[config.mk]
export PLATFORM = sky130hd
export DESIGN_NAME = ccm_star_formatter
export DESIGN_NICKNAME = d
export VERILOG_FILES = /design/src/ccm_fmt_pkg.sv /design/src/ccm_star_formatter.sv
export VERILOG_INCLUDE_DIRS = /design/src
export SDC_FILE = /design/constraint.sdc
export NUM_CORES = 1
export LEC_CHECK = 0
export ABC_AREA = 1
export ABC_CLOCK_PERIOD_IN_PS = 13200
export BUFFER_PORTS_ARGS = -buffer_cell sky130_fd_sc_hd__buf_4
export CAP_MARGIN = 20
export CORE_MARGIN = 2
export CORE_UTILIZATION = 43
export CTS_BUF_LIST = sky130_fd_sc_hd__clkbuf_8 sky130_fd_sc_hd__clkbuf_16
export CTS_CLUSTER_DIAMETER = 80
export DETAILED_ROUTE_END_ITERATION = 12
export PLACE_DENSITY = 0.69
export SYNTH_ARGS = -nofsm -noshare
export SYNTH_HDL_FRONTEND = slang
export SYNTH_SLANG_ARGS = --single-unit
[constraint.sdc]
create_clock -name i_clk -period 13.2 [get_ports i_clk]
set_input_delay 2.64 -clock i_clk [delete_from_list [all_inputs] [get_ports i_clk]]
set_output_delay 2.64 -clock i_clk [all_outputs]
set_load 0.005 [all_outputs]
[src/ccm_fmt_params.svh]
`ifndef CCM_FMT_PARAMS_SVH
`define CCM_FMT_PARAMS_SVH

`define FRAME_TYPE_CMD    3'h3
`define NONCE_OCTETS      13
`define NONCE_ADDR_OCTETS 8
`define NONCE_FC_OCTETS   4
`define AUX_CTRL_IDX      4'h0
`define AUX_FC_LAST_IDX   4'h4
`define AUX_FIXED_OCTETS  4'h5
`define SC_LEVEL_LSB      0
`define SC_LEVEL_MSB      2
`define SC_KIDMODE_LSB    3
`define SC_KIDMODE_MSB    4
`define SC_CONF_BIT       2
`define KID_LEN_MODE0     4'h0
`define KID_LEN_MODE1     4'h1
`define KID_LEN_MODE2     4'h5
`define KID_LEN_MODE3     4'h9
`define TAG_LEN_MIC0      5'h00
`define TAG_LEN_MIC32     5'h04
`define TAG_LEN_MIC64     5'h08
`define TAG_LEN_MIC128    5'h10

`endif

[src/ccm_fmt_pkg.sv]
package ccm_fmt_pkg;

   typedef enum logic [1:0] {
      SEG_MHR,
      SEG_AUX,
      SEG_OPEN,
      SEG_PRIV
   } seg_t;

   typedef struct packed {
      logic       valid;
      logic [2:0] frame_type;
      logic [7:0] cmd_id;
   } ku_entry_t;

   typedef struct packed {
      logic       valid;
      logic       last;
      seg_t       seg;
      logic [7:0] data;
   } octet_t;

   typedef struct packed {
      logic       valid;
      logic [7:0] data;
   } out_octet_t;

endpackage : ccm_fmt_pkg

[src/ccm_star_formatter.sv]
// Overview of operation
// - non-command frame passes key usage when any valid entry's frame type matches.
// - command frame passes only when an entry matches frame type and command id.
// - no matching entry after the whole list gives a failed key usage status.
// - nonce is thirteen octets: 8 source address, 4 frame counter, 1 level.
// - first nonce field occupies the leftmost octets, level the rightmost octet.
// - nonce uses originator extended address, header frame counter, frame level.
// - tag length for both directions comes from the security level subfield.
// - tag length 0,4,8,16 octets for levels 0/4, 1/5, 2/6, 3/7.
// - securing routes header, open and private payload to a or m by level.
// - c is the code, encrypted payload, or encrypted payload then code.
// - secure without confidentiality appends c; with confidentiality c replaces payload.
// - unsecuring takes trailing code or encrypted payload as c, rest as a.
// - unsecure restores m with confidentiality, else strips trailing c from payload.
// - secure uses encrypt-and-authenticate, unsecure uses decrypt-and-check.
// - auxiliary header expected or produced only when security enabled bit set.
// - auxiliary header is control octet, 4-octet counter, 0/1/5/9-octet key id.
// - control octet: level bits 0-2, key id mode bits 3-4, reserved 5-7.
// - key id length 0, 1, 5, 9 octets for modes 0 to 3.
`timescale 1ns/1ps
`include "ccm_fmt_params.svh"

module ccm_star_formatter #(
   parameter int KU_MAX   = 8,
   parameter int LEN_BITS = 16
) (
   input  wire logic                                 i_clk,
   input  wire logic                                 i_rst,
   input  wire logic                                 i_ku_start,
   input  wire logic [2:0]                           i_ku_frame_type,
   input  wire logic [7:0]                           i_ku_cmd_id,
   input  wire ccm_fmt_pkg::ku_entry_t [KU_MAX-1:0]  i_ku_list,
   output logic                                      o_ku_done,
   output logic                                      o_ku_pass,
   input  wire logic                                 i_start,
   input  wire logic                                 i_unsecure,
   input  wire logic                                 i_sec_enabled,
   input  wire logic [2:0]                           i_sec_level,
   input  wire logic [63:0]                          i_ext_addr,
   input  wire logic [LEN_BITS-1:0]                  i_priv_len,
   input  wire ccm_fmt_pkg::octet_t                  i_in,
   output logic                                      o_core_decrypt,
   output logic [4:0]                                o_tag_len,
   output logic [8*`NONCE_OCTETS-1:0]                o_nonce,
   output logic                                      o_nonce_valid,
   output ccm_fmt_pkg::out_octet_t                   o_a,
   output ccm_fmt_pkg::out_octet_t                   o_m,
   output ccm_fmt_pkg::out_octet_t                   o_c,
   input  wire ccm_fmt_pkg::out_octet_t              i_core,
   input  wire logic                                 i_core_done,
   input  wire logic                                 i_core_ok,
   output ccm_fmt_pkg::out_octet_t                   o_pay,
   output logic                                      o_fmt_err,
   output logic                                      o_done,
   output logic                                      o_pass
);

   if (KU_MAX < 1 || KU_MAX > 256 || LEN_BITS < 5) begin : g_bad_params
      $error("ccm_star_formatter: unsupported parameter values");
   end
   typedef enum logic [1:0] {ST_IDLE, ST_RUN, ST_WAIT_CORE} state_t;
   function automatic logic [4:0] tag_len(input logic [2:0] lvl);
      unique case (lvl[1:0])
         2'h0:    tag_len = `TAG_LEN_MIC0;
         2'h1:    tag_len = `TAG_LEN_MIC32;
         2'h2:    tag_len = `TAG_LEN_MIC64;
         2'h3:    tag_len = `TAG_LEN_MIC128;
      endcase
   endfunction : tag_len
   function automatic logic [3:0] kid_len(input logic [1:0] mode);
      unique case (mode)
         2'h0:    kid_len = `KID_LEN_MODE0;
         2'h1:    kid_len = `KID_LEN_MODE1;
         2'h2:    kid_len = `KID_LEN_MODE2;
         2'h3:    kid_len = `KID_LEN_MODE3;
      endcase
   endfunction : kid_len
   // key usage scan, one entry per cycle
   logic                      ku_busy_reg;
   logic [$clog2(KU_MAX+1)-1:0] ku_idx_reg;
   logic [2:0]                ku_type_reg;
   logic [7:0]                ku_cmd_reg;
   ccm_fmt_pkg::ku_entry_t    ku_cur;
   logic                      ku_hit;
   assign ku_cur = i_ku_list[ku_idx_reg[$clog2(KU_MAX+1)-1:0] % KU_MAX];
   assign ku_hit = ku_cur.valid && ku_cur.frame_type == ku_type_reg &&
                   (ku_type_reg != `FRAME_TYPE_CMD || ku_cur.cmd_id == ku_cmd_reg);
   always_ff @(posedge i_clk or posedge i_rst) begin
      if (i_rst) begin
         ku_busy_reg <= 1'b0;
         ku_idx_reg  <= '0;
         ku_type_reg <= 3'h0;
         ku_cmd_reg  <= 8'h00;
         o_ku_done   <= 1'b0;
         o_ku_pass   <= 1'b0;
      end else begin
         o_ku_done <= 1'b0;
         if (i_ku_start && !ku_busy_reg) begin
            ku_busy_reg <= 1'b1;
            ku_idx_reg  <= '0;
            ku_type_reg <= i_ku_frame_type;
            ku_cmd_reg  <= i_ku_cmd_id;
         end else if (ku_busy_reg) begin
            if (ku_hit) begin
               ku_busy_reg <= 1'b0;
               o_ku_done   <= 1'b1;
               o_ku_pass   <= 1'b1;
            end else if (ku_idx_reg == ($clog2(KU_MAX+1))'(KU_MAX - 1)) begin
               ku_busy_reg <= 1'b0;
               o_ku_done   <= 1'b1;
               o_ku_pass   <= 1'b0;
            end else begin
               ku_idx_reg <= ku_idx_reg + 1'b1;
            end
         end
      end
   end
   // frame parse and routing
   state_t              state_reg;
   logic [2:0]          level_reg;
   logic                unsec_reg;
   logic                secen_reg;
   logic [LEN_BITS-1:0] priv_len_reg;
   logic [3:0]          aux_idx_reg;
   logic [3:0]          aux_need_reg;
   logic [31:0]         fc_reg;
   logic [LEN_BITS-1:0] priv_idx_reg;
   logic                err_reg;
   logic                conf;
   logic                auth;
   logic                in_tail;
   logic                aux_bad;
   logic                lvl_bad;
   logic                end_bad;
   logic [3:0]          kid_now;
   assign conf    = level_reg[`SC_CONF_BIT];
   assign auth    = tag_len(level_reg) != `TAG_LEN_MIC0;
   assign in_tail = priv_idx_reg >= priv_len_reg - LEN_BITS'(tag_len(level_reg));
   assign kid_now = kid_len(i_in.data[`SC_KIDMODE_MSB:`SC_KIDMODE_LSB]);
   // aux octets only legal with the enabled bit, and no more than the layout holds
   assign aux_bad = i_in.seg == ccm_fmt_pkg::SEG_AUX &&
                    (!secen_reg || (aux_idx_reg != `AUX_CTRL_IDX && aux_idx_reg >= aux_need_reg));
   // level announced at start must match the parsed control octet
   assign lvl_bad = i_in.seg == ccm_fmt_pkg::SEG_AUX && aux_idx_reg == `AUX_CTRL_IDX &&
                    i_in.data[`SC_LEVEL_MSB:`SC_LEVEL_LSB] != level_reg;
   assign end_bad = secen_reg && aux_idx_reg != aux_need_reg;
   assign o_tag_len      = tag_len(level_reg);
   assign o_core_decrypt = unsec_reg;
   always_ff @(posedge i_clk or posedge i_rst) begin
      if (i_rst) begin
         state_reg    <= ST_IDLE;
         level_reg    <= 3'h0;
         unsec_reg    <= 1'b0;
         secen_reg    <= 1'b0;
         priv_len_reg <= '0;
      end else begin
         unique case (state_reg)
            ST_IDLE: begin
               if (i_start) begin
                  state_reg    <= ST_RUN;
                  level_reg    <= i_sec_enabled ? i_sec_level : 3'h0;
                  unsec_reg    <= i_unsecure;
                  secen_reg    <= i_sec_enabled;
                  priv_len_reg <= i_priv_len;
               end
            end
            ST_RUN: begin
               if (i_in.valid && i_in.last) begin
                  // level 0 or a malformed header ends at the last octet without waiting for the core
                  state_reg <= (level_reg == 3'h0 || err_reg || aux_bad || lvl_bad || end_bad) ?
                               ST_IDLE : ST_WAIT_CORE;
               end
            end
            ST_WAIT_CORE: begin
               if (i_core_done) begin
                  state_reg <= ST_IDLE;
               end
            end
         endcase
      end
   end

   always_ff @(posedge i_clk or posedge i_rst) begin
      if (i_rst) begin
         aux_idx_reg  <= 4'h0;
         aux_need_reg <= 4'h0;
         fc_reg       <= 32'h0;
         priv_idx_reg <= '0;
         err_reg      <= 1'b0;
      end else if (state_reg == ST_IDLE) begin
         aux_idx_reg  <= 4'h0;
         aux_need_reg <= `AUX_FIXED_OCTETS;
         priv_idx_reg <= '0;
         err_reg      <= 1'b0;
      end else if (state_reg == ST_RUN && i_in.valid) begin
         if (aux_bad || lvl_bad) begin
            err_reg <= 1'b1;
         end
         if (i_in.seg == ccm_fmt_pkg::SEG_AUX) begin
            aux_idx_reg <= aux_idx_reg + 4'h1;
            if (aux_idx_reg == `AUX_CTRL_IDX) begin
               aux_need_reg <= `AUX_FIXED_OCTETS + kid_now;
            end
            if (aux_idx_reg != `AUX_CTRL_IDX && aux_idx_reg <= `AUX_FC_LAST_IDX) begin
               fc_reg <= {i_in.data, fc_reg[31:8]};  // counter arrives low octet first
            end
         end
         if (i_in.seg == ccm_fmt_pkg::SEG_PRIV) begin
            priv_idx_reg <= priv_idx_reg + 1'b1;
         end
      end
   end

   always_ff @(posedge i_clk or posedge i_rst) begin
      if (i_rst) begin
         o_nonce       <= '0;
         o_nonce_valid <= 1'b0;
      end else if (state_reg == ST_IDLE) begin
         o_nonce_valid <= 1'b0;
      end else if (secen_reg && !o_nonce_valid && aux_idx_reg == aux_need_reg) begin
         o_nonce       <= {i_ext_addr, fc_reg, 5'h00, level_reg};
         o_nonce_valid <= 1'b1;
      end
   end

   // octet steering toward the core, one cycle behind the input
   always_ff @(posedge i_clk or posedge i_rst) begin
      if (i_rst) begin
         o_a <= '0;
         o_m <= '0;
         o_c <= '0;
      end else begin
         o_a.valid <= 1'b0;
         o_m.valid <= 1'b0;
         o_c.valid <= 1'b0;
         o_a.data  <= i_in.data;
         o_m.data  <= i_in.data;
         o_c.data  <= i_in.data;
         if (state_reg == ST_RUN && i_in.valid && level_reg != 3'h0) begin
            unique case (i_in.seg)
               ccm_fmt_pkg::SEG_MHR, ccm_fmt_pkg::SEG_AUX,
               ccm_fmt_pkg::SEG_OPEN: o_a.valid <= auth || (conf && unsec_reg);
               ccm_fmt_pkg::SEG_PRIV: begin
                  if (!unsec_reg) begin
                     o_m.valid <= conf;
                     o_a.valid <= !conf && auth;
                  end else begin
                     o_c.valid <= conf || in_tail;
                     o_a.valid <= !conf && !in_tail;
                  end
               end
            endcase
         end
      end
   end

   // rebuilt private payload: own octets, then or instead the core output
   always_ff @(posedge i_clk or posedge i_rst) begin
      if (i_rst) begin
         o_pay <= '0;
      end else begin
         o_pay.valid <= 1'b0;
         if (state_reg == ST_RUN && i_in.valid && i_in.seg == ccm_fmt_pkg::SEG_PRIV &&
             (level_reg == 3'h0 || (!conf && (!unsec_reg || !in_tail)))) begin
            o_pay.valid <= 1'b1;
            o_pay.data  <= i_in.data;
         end else if (state_reg != ST_IDLE && i_core.valid && (!unsec_reg || conf)) begin
            o_pay.valid <= 1'b1;
            o_pay.data  <= i_core.data;
         end
      end
   end

   always_ff @(posedge i_clk or posedge i_rst) begin
      if (i_rst) begin
         o_done    <= 1'b0;
         o_pass    <= 1'b0;
         o_fmt_err <= 1'b0;
      end else begin
         o_done <= 1'b0;
         if (state_reg == ST_RUN && i_in.valid && i_in.last) begin
            o_fmt_err <= err_reg || aux_bad || lvl_bad || end_bad;
            if (level_reg == 3'h0 || err_reg || aux_bad || lvl_bad || end_bad) begin
               o_done <= 1'b1;
               o_pass <= !(err_reg || aux_bad || lvl_bad || end_bad);
            end
         end else if (state_reg == ST_WAIT_CORE && i_core_done) begin
            o_done <= 1'b1;
            o_pass <= i_core_ok;
         end
      end
   end

endmodule : ccm_star_formatter

==> flow_results.org, run 1 <==
** Outcome
- The flow ran to the end, and the final reports show no timing, DRC or antenna violations.

** Placed design
- The placed instances occupy a cell area of about 14000 sq um.
- Half-perimeter wire length after placement :: a little over 20 mm
- At the end of routability-driven placement, the weighted congestion stood at approximately 0.84.
- At the placement stage, the worst setup path has a slack of about 8.5 ns.
- Input/output buffers :: between 300 and 400

** Clock tree
- Clock tree synthesis inserted a total of 25 buffers.
- The number of hold buffers added after CTS was 0.
- Clock tree synthesis found a total of around 220 sinks.
- Counting along the longest clock path gives a buffer depth of 3.
- CTS tree :: built
- In this run the clock root is driven by a clkbuf_16.
- The later pin in the worst-skew pair is clocked with a latency of between 0.5 and 0.6 ns.
- Post-CTS setup buffer count :: 0
- H-tree lvl count :: 1
- Once the clock tree was built, the resizer swapped 0 gates to a different size.
- Clock-pin slew on the worst setup and hold paths :: roughly 0.06 ns

** GRT
- Entering global routing, the biggest net connects roughly 150 pins.
- The number of global-route vias before repair is between 8k and 9k.
- The initial antenna violation count came to 0.
- Global-route wire length before repair :: ~44 mm
- After global routing the overflow that remains totals 0.
- Global-route usage over all layers :: a little over 20%

** Power
- Peak supply drop :: 0.112 mV
- Power density relative to cell area :: around 170 nW/um^2
- Static Leak :: about 7.5 nW

** Setup path
- Startpoint class of the critical path :: register
- Endpoint of the worst register-to-register path :: o_pay[4]
- The worst register-to-register path begins at level_reg[0].
- Data on the critical path is required at its endpoint by roughly 14 ns.
- Setup crit end kind :: register
- Critical setup path kind :: reg2reg
- Along the worst path, the maximum fanout reaches 17.
- For flop-to-flop paths, the worst setup slack is roughly 8.9 ns.
- Worst reg-to-reg path cell count :: 24
- Arrival time at the worst endpoint :: 4.80 ns

** STA
- On the final layout, the worst clock skew is between 0.02 and 0.03 ns.
- Fin crit share :: approximately a third
- Worst slew pin tran :: between 0.9 and 1 ns
- Hold is met by around 0.47 ns.
- In the post-route analysis, the smallest setup slack over all paths is 8.86 ns.
- Max-slew violation count :: 0
- Setup repair after global routing left no endpoint under its margin.
- Max transition margin :: around a third
- Setup violations remaining at the end of the flow were counted as 0.
- Final hold vios :: 0
- Maximum achievable frequency :: roughly 230 MHz
- Setup Total Neg Slack :: 0 ns
- Post-route minimum period :: 4.34 ns

** Logic synthesis
- Synth top area share :: between 50 and 60%
- Yosys attributes the largest share of cell area to dfrtp_1, nand2_1, mux2_2.
- Number of warnings printed during yosys synthesis :: 0
- The most used flip-flop cell after synthesis is dfrtp_1.
- Sequential-to-total area share from yosys stat :: 51.1%
- After synthesis the netlist holds a flip-flop and latch count of 221.
- Synthesis produced a netlist whose cell count is ~1.2k.
- For this run, asynchronously set or reset flops after synthesis account for 100%.
- Syn Std Cell Area :: about 11000 sq um
- A synthesized cell averages about 9 sq um.
- Number of enable-type register cells in the synthesized netlist :: 0
- Counting distinct cell types in the post-synthesis netlist gives 44.
- dfrtp_1 takes more of the synthesized area than any other cell.

** Layout
- Compared with the post-synthesis result, the final layout area differs by 33.5%.
- Number of nets at the end of the flow :: ~1.8k
- Filler cell count :: roughly 2.2k
- 0 antenna diodes ended up in the layout.
- Flip-flop count of the largest register, all copies and words added :: approximately 100
- Fraction of final layout cells with drive strength greater than 1 :: roughly 32%
- Post-route cell area :: 14500 sq um
- Cells fill between 50% and 60% of the core in the end.

** Detailed routing
- Number of iterations in the first detailed-routing pass :: 5
- Iter 0 DRT Violations :: ~650
- In the routed design, unresolved DRC markers number 0.
- In the final routed layout, each cell accounts on average for about 15 microns.
- In this run the remaining antenna-violating nets after routing total 0.
- Across all layers, the routed design uses a little over 9k vias.
- Summed over all layers, the routed wires come to 28.4 mm.
- Routed vias/inst :: about 4.9

** Worst hold path
- Class of the worst hold path :: reg2reg
- Counting instances, the worst hold path has a depth of 1.
- The worst hold path begins at priv_idx_reg[15].
- The path with the worst hold slack has its endpoint at priv_idx_reg[15].

** Floorplan
- Number of standard-cell rows in the floorplan :: 58
- From left edge to right edge, the die measures ~160 microns.
- Die H :: approximately 160 microns
- I/O Pins :: ~370
- Effective utilization at floorplan :: ~43%
- Total die area :: approximately 26000 sq um
- CORE AREA :: around 25000 sq um

** Flow run
- Count of max-cap constraint violations :: 0
[synthesized netlist by cell type, types with 2 or more instances]
master and instances:
nand2_1 292, dfrtp_1 221, inv_1 117, nand3_1 103
o21ai_0 97, mux2_2 75, nor2_1 68, a21oi_1 39
buf_4 31, ha_1 30, buf_2 19, clkbuf_1 18
nor3_1 14, xor2_1 11, o21ai_1 8, nand4_1 7
xnor2_1 7, o22ai_1 5, nor2_2 4, buf_6 3
nand2_2 3, nand3b_1 3, nor3_2 3, a211oi_1 2
clkinv_1 2, inv_2 2, nor4_1 2, o21a_1 2
o21bai_1 2, o221ai_1 2, or2_2 2
[layer usage]
metal / GRT usage (%) / vias to the layer above / share of wire (%)
li1: - / 4564 / -
met1: 25.9 / 4310 / 41
met2: 35.5 / 288 / 49
met3: 3.54 / 44 / 6.6
met4: 6.32 / 0 / 2.7
met5: 0 / - / 0
[report_power, final]
part           internal (mW)  total, mW  switching, mW
Clock                  0.401      0.678          0.277
Combinational          0.384      0.871          0.486
Sequential             0.814      0.923          0.109
Total                   1.60       2.47          0.872
[how the worst max path moves through the flow]
| stage | startpoint | endpoint | slack (ns) | depth (start not counted) |
|---|---|---|---|---|
| floorplan | i_rst | aux_idx_reg[0] | 4.51 | 1 |
| global placement | i_in[9] | fc_reg[6] | 8.59 | 6 |
| detailed placement | i_in[9] | fc_reg[15] | 8.49 | 6 |
| CTS | level_reg[0] | o_pay[4] | 8.83 | 24 |
| global route | level_reg[1] | o_pay[3] | 8.28 | 26 |
| finish | level_reg[0] | o_pay[4] | 8.86 | 24 |
[area by class of cell]
| class | count | area (sq um) | share of cell area [%] |
|---|---|---|---|
| sequential | 221 | 5530 | 38.3 |
| multi-input combinational | 798 | 4430 | 30.7 |
| timing repair buffer | 369 | 2800 | 19.4 |
| clock buffer | 28 | 667 | 4.61 |
| inverter | 122 | 468 | 3.24 |
| tap | 330 | 413 | 2.86 |
| clock inverter | 16 | 139 | 0.961 |
[metrics by stage]
step / total power [mW] / std cells
floorplan: 1.52 / 1213
global placement: 1.79 / 1838
finish: 2.47 / 1884
global route: 2.66 / 1884
detailed placement: 1.81 / 1838
CTS: 2.50 / 1882
[cell families after synthesis]
| group | after synthesis | synth area share [%] |
|---|---|---|
| buffers and inverters | 194 | 8.25 |
| DFF | 221 | 51.1 |
| AOI/OAI and AO/OA | 161 | 7.86 |
| muxes | 75 | 7.80 |
| and+or+nand+nor | 506 | 19.9 |
| xor gates and xnor gates | 18 | 1.46 |
| other | 1 | 0.0346 |
| adders and majority gates | 31 | 3.65 |
[worst max-delay path, stage by stage (launching register included)]
cell and delay (ns):
dfrtp_1 0.42, inv_1 0.09, nor2_1 0.15, ha_1 0.19, inv_1 0.05, fa_1 0.40, nand2_1 0.08, nand2_1 0.08
nor3_1 0.25, and2_1 0.21, nand3_1 0.11, nor3_1 0.18, xor2_1 0.16, inv_1 0.05, ha_1 0.28, nand4_1 0.12
nor3_1 0.25, nand2_1 0.10, nand3_1 0.10, nand2_1 0.10, nand2_1 0.09, nand2_2 0.12, nand2_1 0.41, nand3_1 0.14
nand3_1 0.12
[placed cells by master (no fill, tap or decap), types with 3 or more instances in the layout]
master,instances
clkbuf_8,3
o22ai_1,5
nand3_1,102
a21oi_1,39
nor3_2,3
o21ai_0,97
buf_4,367
clkinv_2,6
nand2_1,292
nand4_1,7
xor2_1,11
conb_1,7
clkbuf_16,25
ha_1,30
nor2_1,68
nand2_2,3
nor2_2,4
nor3_1,14
inv_1,120
mux2_2,75
o21ai_1,8
nand3b_1,3
xnor2_1,7
dfrtp_1,221
Note: power is estimated with default switching activity, not from simulation.
==> inputs of run 2 (changes only) <==
--- a/config.mk
+++ b/config.mk
@@ -6,8 +6,8 @@
 export SDC_FILE = /design/constraint.sdc
 export NUM_CORES = 1
 export LEC_CHECK = 0
-export ABC_AREA = 1
-export ABC_CLOCK_PERIOD_IN_PS = 13200
+export ABC_AREA = 0
+export ABC_CLOCK_PERIOD_IN_PS = 3950
 export BUFFER_PORTS_ARGS = -buffer_cell sky130_fd_sc_hd__buf_4
 export CAP_MARGIN = 20
 export CORE_MARGIN = 2
@@ -15,7 +15,7 @@
 export CTS_BUF_LIST = sky130_fd_sc_hd__clkbuf_8 sky130_fd_sc_hd__clkbuf_16
 export CTS_CLUSTER_DIAMETER = 80
 export DETAILED_ROUTE_END_ITERATION = 12
-export PLACE_DENSITY = 0.69
+export PLACE_DENSITY = 0.72
 export SYNTH_ARGS = -nofsm -noshare
 export SYNTH_HDL_FRONTEND = slang
 export SYNTH_SLANG_ARGS = --single-unit
==> constraint.sdc (replaced) <==
create_clock -name i_clk -period 3.95 [get_ports i_clk]
set_input_delay 0.79 -clock i_clk [delete_from_list [all_inputs] [get_ports i_clk]]
set_output_delay 0.79 -clock i_clk [all_outputs]
set_load 0.005 [all_outputs]
==> run 2 against run 1 <==
- final area down 0.62%
- synthesized area down 2.7%
- setup slack worse by 8.7 ns
- register-to-register slack worse by 8.7 ns
- combinational power rose to 3.1 times the previous value
- highest routed layer unchanged
==> flow_results.org, run 2 <==
** Layout
- Fraction of final layout cells with drive strength greater than 1 :: 51.4%
- Syn-to-layout area delta :: 36.3%
- Reg area :: about 5500 sq um
- Flip-flop count of the largest register, all copies and words added :: 99
- Commonest non-fill, non-tap cells in the layout :: buf_4, dfrtp_1, mux2_2
- Combined area of the multi-input logic cells :: 4600 sq um
- The number of antenna diodes in the final layout is 0.
- Final standard cell utilization of the core :: 59.4%
- Non-filler cells in the finished layout :: ~1.5k
- Most frequent standard cell in the layout excluding fill and tap cells :: buf_4
- Fill cells in the final layout number between 2k and 2.5k.
- The final layout contains about 1.4k nets.

** Floorplan
- The core region is 24200 sq um.
- Total die area :: roughly 26000 sq um
- Chip Width :: between 150 and 200 microns
- I/O Pins :: 371
- The floorplan has 57 rows.
- Die H :: about 160 microns
- The initial utilization of the core area, before any placement, comes to 43.6%.

** Setup path
- The worst setup path is of the reg2reg kind.
- On the critical path, the stage with the largest delay is an instance of dfrtp_1.
- In this design, the stage delay of the slowest critical-path cell is just under 0.4 ns.
- For the worst setup path, the data arrival time is roughly 4.1 ns.
- Maximum fanout encountered on the critical timing path :: 9
- Most frequent CP cell :: a21o_1
- Critical path's top delay family :: compound AO/OA/AOI/OAI gates
- The worst setup path is launched from a register.
- List of cells traversed by the critical path :: nand2b_1, ha_1, nor2b_1, o21ai_1, nand2_1, nor4_2, xnor2_1, ha_1, a21o_1, a21o_1, a21o_1, a211oi_1, o21ai_0, a21oi_2, o31ai_4, buf_12, mux2_2
- Counting both buffers and inverters, the worst setup path holds a total of 1.
- Setup crit end kind :: register
- For flop-to-flop paths, the worst setup slack is about 0.20 ns.
- Worst EP required :: 4.33 ns

** Clock tree
- Clock-pin slew was measured on the worst setup and hold paths at ~0.06 ns.
- CTS root buf :: clkbuf_16
- Maximum buffer depth of the clock tree :: 3
- TritonCTS built the clock tree.
- Clock insertion delay at the later pin of the skew report :: about 0.51 ns
- In this run the number of H-tree levels came out at 1.
- TritonCTS buffer count :: 25
- Sinks on Clock Net :: 221

** Outcome
- The run finished with clean final reports.

** STA
- Across the routed clock network, the largest skew measured is 0.0159 ns.
- Worst slew pin tran :: between 1 and 1.5 ns
- Final hold vios :: 0
- Max transition margin :: roughly a third
- For this run, the top clock speed supported by timing is about 270 MHz.
- The final max-slew violation count is 0.
- Setup violations remaining at the end of the flow were counted as 0.
- The final critical path takes up 94.9% of the cycle.
- The smallest clock period supported by the final layout is computed as 3.75 ns.

** Logic synthesis
- Post-Synth Adder-Cell Area :: roughly 3.8%
- Number of enable-type register cells in the synthesized netlist :: 0
- Number of distinct library cell variants in the gate-level netlist after synthesis :: 55
- In this run the mean area of a mapped cell was 12.9 sq um.
- Summing the areas of all and, or, nand and nor instances in the mapped netlist gives around 6.5% of the synthesized area.
- Synth Register Bits :: 221
- Most frequently used cell type in the post-synthesis netlist :: dfrtp_1
- Number of warnings printed during yosys synthesis :: 0
- By area the synthesized netlist is led by dfrtp_1, mux2_2, ha_1.
- For this run, the leading register cell type out of synthesis is dfrtp_1.
- The synthesized design spends more area on one cell type than any other, namely dfrtp_1.
- Synth top area share :: a little over half
- The commonest cells after synthesis are dfrtp_1, mux2_2, nand2_1.
- The mapped netlist covers between 10000 and 15000 sq um.
- Share of synthesized area spent on multiplexers :: about a quarter
- Summing the areas of all compound-gate instances in the mapped netlist gives between 5 and 6% of the synthesized area.
- By area, the combinational part of the netlist is dominated by multiplexers.
- Synthesized netlist cell count :: roughly 820
- Summing the sequential cell areas from Yosys gives about 52% of the chip area.
- Synth Area in XOR/XNOR :: between 2 and 3%
- After synthesis, the share of flip-flops with an asynchronous set or reset is between 90% and 100%.

** Detailed routing
- Before antenna repair, the detailed router went through 4 iterations.
- Routed vias/inst :: between 5 and 6
- The routed design has 26.4 mm of wire.
- Count of antenna-violating nets left after detailed routing :: 0
- In the routed design, unresolved DRC markers number 0.
- In the final routed layout, each cell accounts on average for approximately 17 microns.
- The detailed router finished its first iteration with 291 violations.
- Across all layers, the routed design uses roughly 7.7k vias.

** Power
- In this run, the combinational gates consume between 30% and 40% of the power.
- Clock group share of total power :: 27.5%
- For this design the total switching power over the nets is ~2.5 mW.
- Sequential cells account for 39.3% of the total power.
- The internal power of the cells totals 5.66 mW.
- The worst-case IR drop observed on VDD is 0.487 mV.
- Power spread over the standard cell area amounts to ~570 nW/um^2.
- Net switching is a little under a third of the power.
- Summed over all cells, the static leakage comes to 7.17 nW.

** Placed design
- Buffers placed on the I/O ports in this run total around 360.
- Detailed placement ended at an HPWL of roughly 19 mm.
- At the end of routability-driven placement, the weighted congestion stood at between 0.8 and 0.9.
- After detailed placement, the design holds a cell count of around 1.5k.

** Worst hold path
- Class of the worst hold path :: in2reg

** Flow run
- Count of max-cap constraint violations :: 0

** GRT
- Global-route usage over all layers :: 19.9%
- The first global-routing pass estimated about 42 mm of wire.
- After global routing the overflow that remains totals 0.
- Entering global routing, the biggest net connects just under 100 pins.
- Number of antenna violations at the first check in global routing :: 0
- The number of global-route vias before repair is 8103.
## run 2: power by group through the flow
stage | sequential [mW] | combinational, mW | clock, mW
finish | 3.22 | 2.72 | 2.25
global route | 3.30 | 3.00 | 2.41
CTS | 3.22 | 2.74 | 2.32
detailed placement | 3.25 | 2.72 | 0
global placement | 3.23 | 2.66 | 0
floorplan | 3.07 | 1.87 | 0
## run 2: what timing repair did
item / 4_1_cts / 5_1_grt
resized for setup: 1 / 5
hold buffers: 0 / 0
setup endpoints to repair: 8 / 10
pin swaps: 0 / 1
buffers inserted: 0 / 1
## run 2: metal layers
layer | part of all wire (%) | track usage [%] | routed length [microns]
met3 | 7.0 | 5.19 | 1840
met5 | 0 | 0 | 0
met1 | 41 | 24.4 | 10800
met2 | 50 | 34.9 | 13100
met4 | 2.6 | 5.53 | 677
## run 2: worst paths after layout
| check | end | from | cells after the start |
|---|---|---|---|
| max | o_pay[6] | level_reg[0] | 17 |
| min | o_c[6] | i_in[6] | 1 |
| max reg2reg | o_pay[6] | level_reg[0] | 17 |
| min reg2reg | o_ku_pass | o_ku_pass | 1 |
| max in group asynchronous | o_nonce[72] | i_rst | 3 |
| min in group asynchronous | o_nonce[100] | i_rst | 2 |
## run 2: per-stage QoR
| stage | instance area, sq um | worst slack, ns | power [mW] | setup TNS, ns | hold WS (ns) |
|---|---|---|---|---|---|
| floorplan | 10600 | 0.108 | 4.95 | 0 | 0.464 |
| global placement | 13500 | -0.0878 | 5.89 | -0.690 | 0.481 |
| detailed placement | 13500 | -0.152 | 5.97 | -1.19 | 0.494 |
| CTS | 14300 | 0.0323 | 8.27 | 0 | 0.403 |
| global route | 14400 | -0.00135 | 8.71 | -0.00135 | 0.399 |
| finish | 14400 | 0.203 | 8.20 | 0 | 0.429 |
## run 2: final cells by class
| class | instances | share of cell area [%] |
|---|---|---|
| Clock buffer | 33 | 5.12 |
| Clock inverter | 12 | 0.558 |
| Inverter | 29 | 0.784 |
| Multi-Input combinational cell | 514 | 32.0 |
| Sequential cell | 221 | 38.5 |
| Tap cell | 324 | 2.82 |
| Timing Repair Buffer | 379 | 20.2 |
## run 2: kinds of logic after synthesis
logic type      Yosys count
mux                     217
compound gates           86
flops                   221
buf+inv                  88
simple gates            137
fa+ha+maj                31
other cells               1
xor+xnor                 36
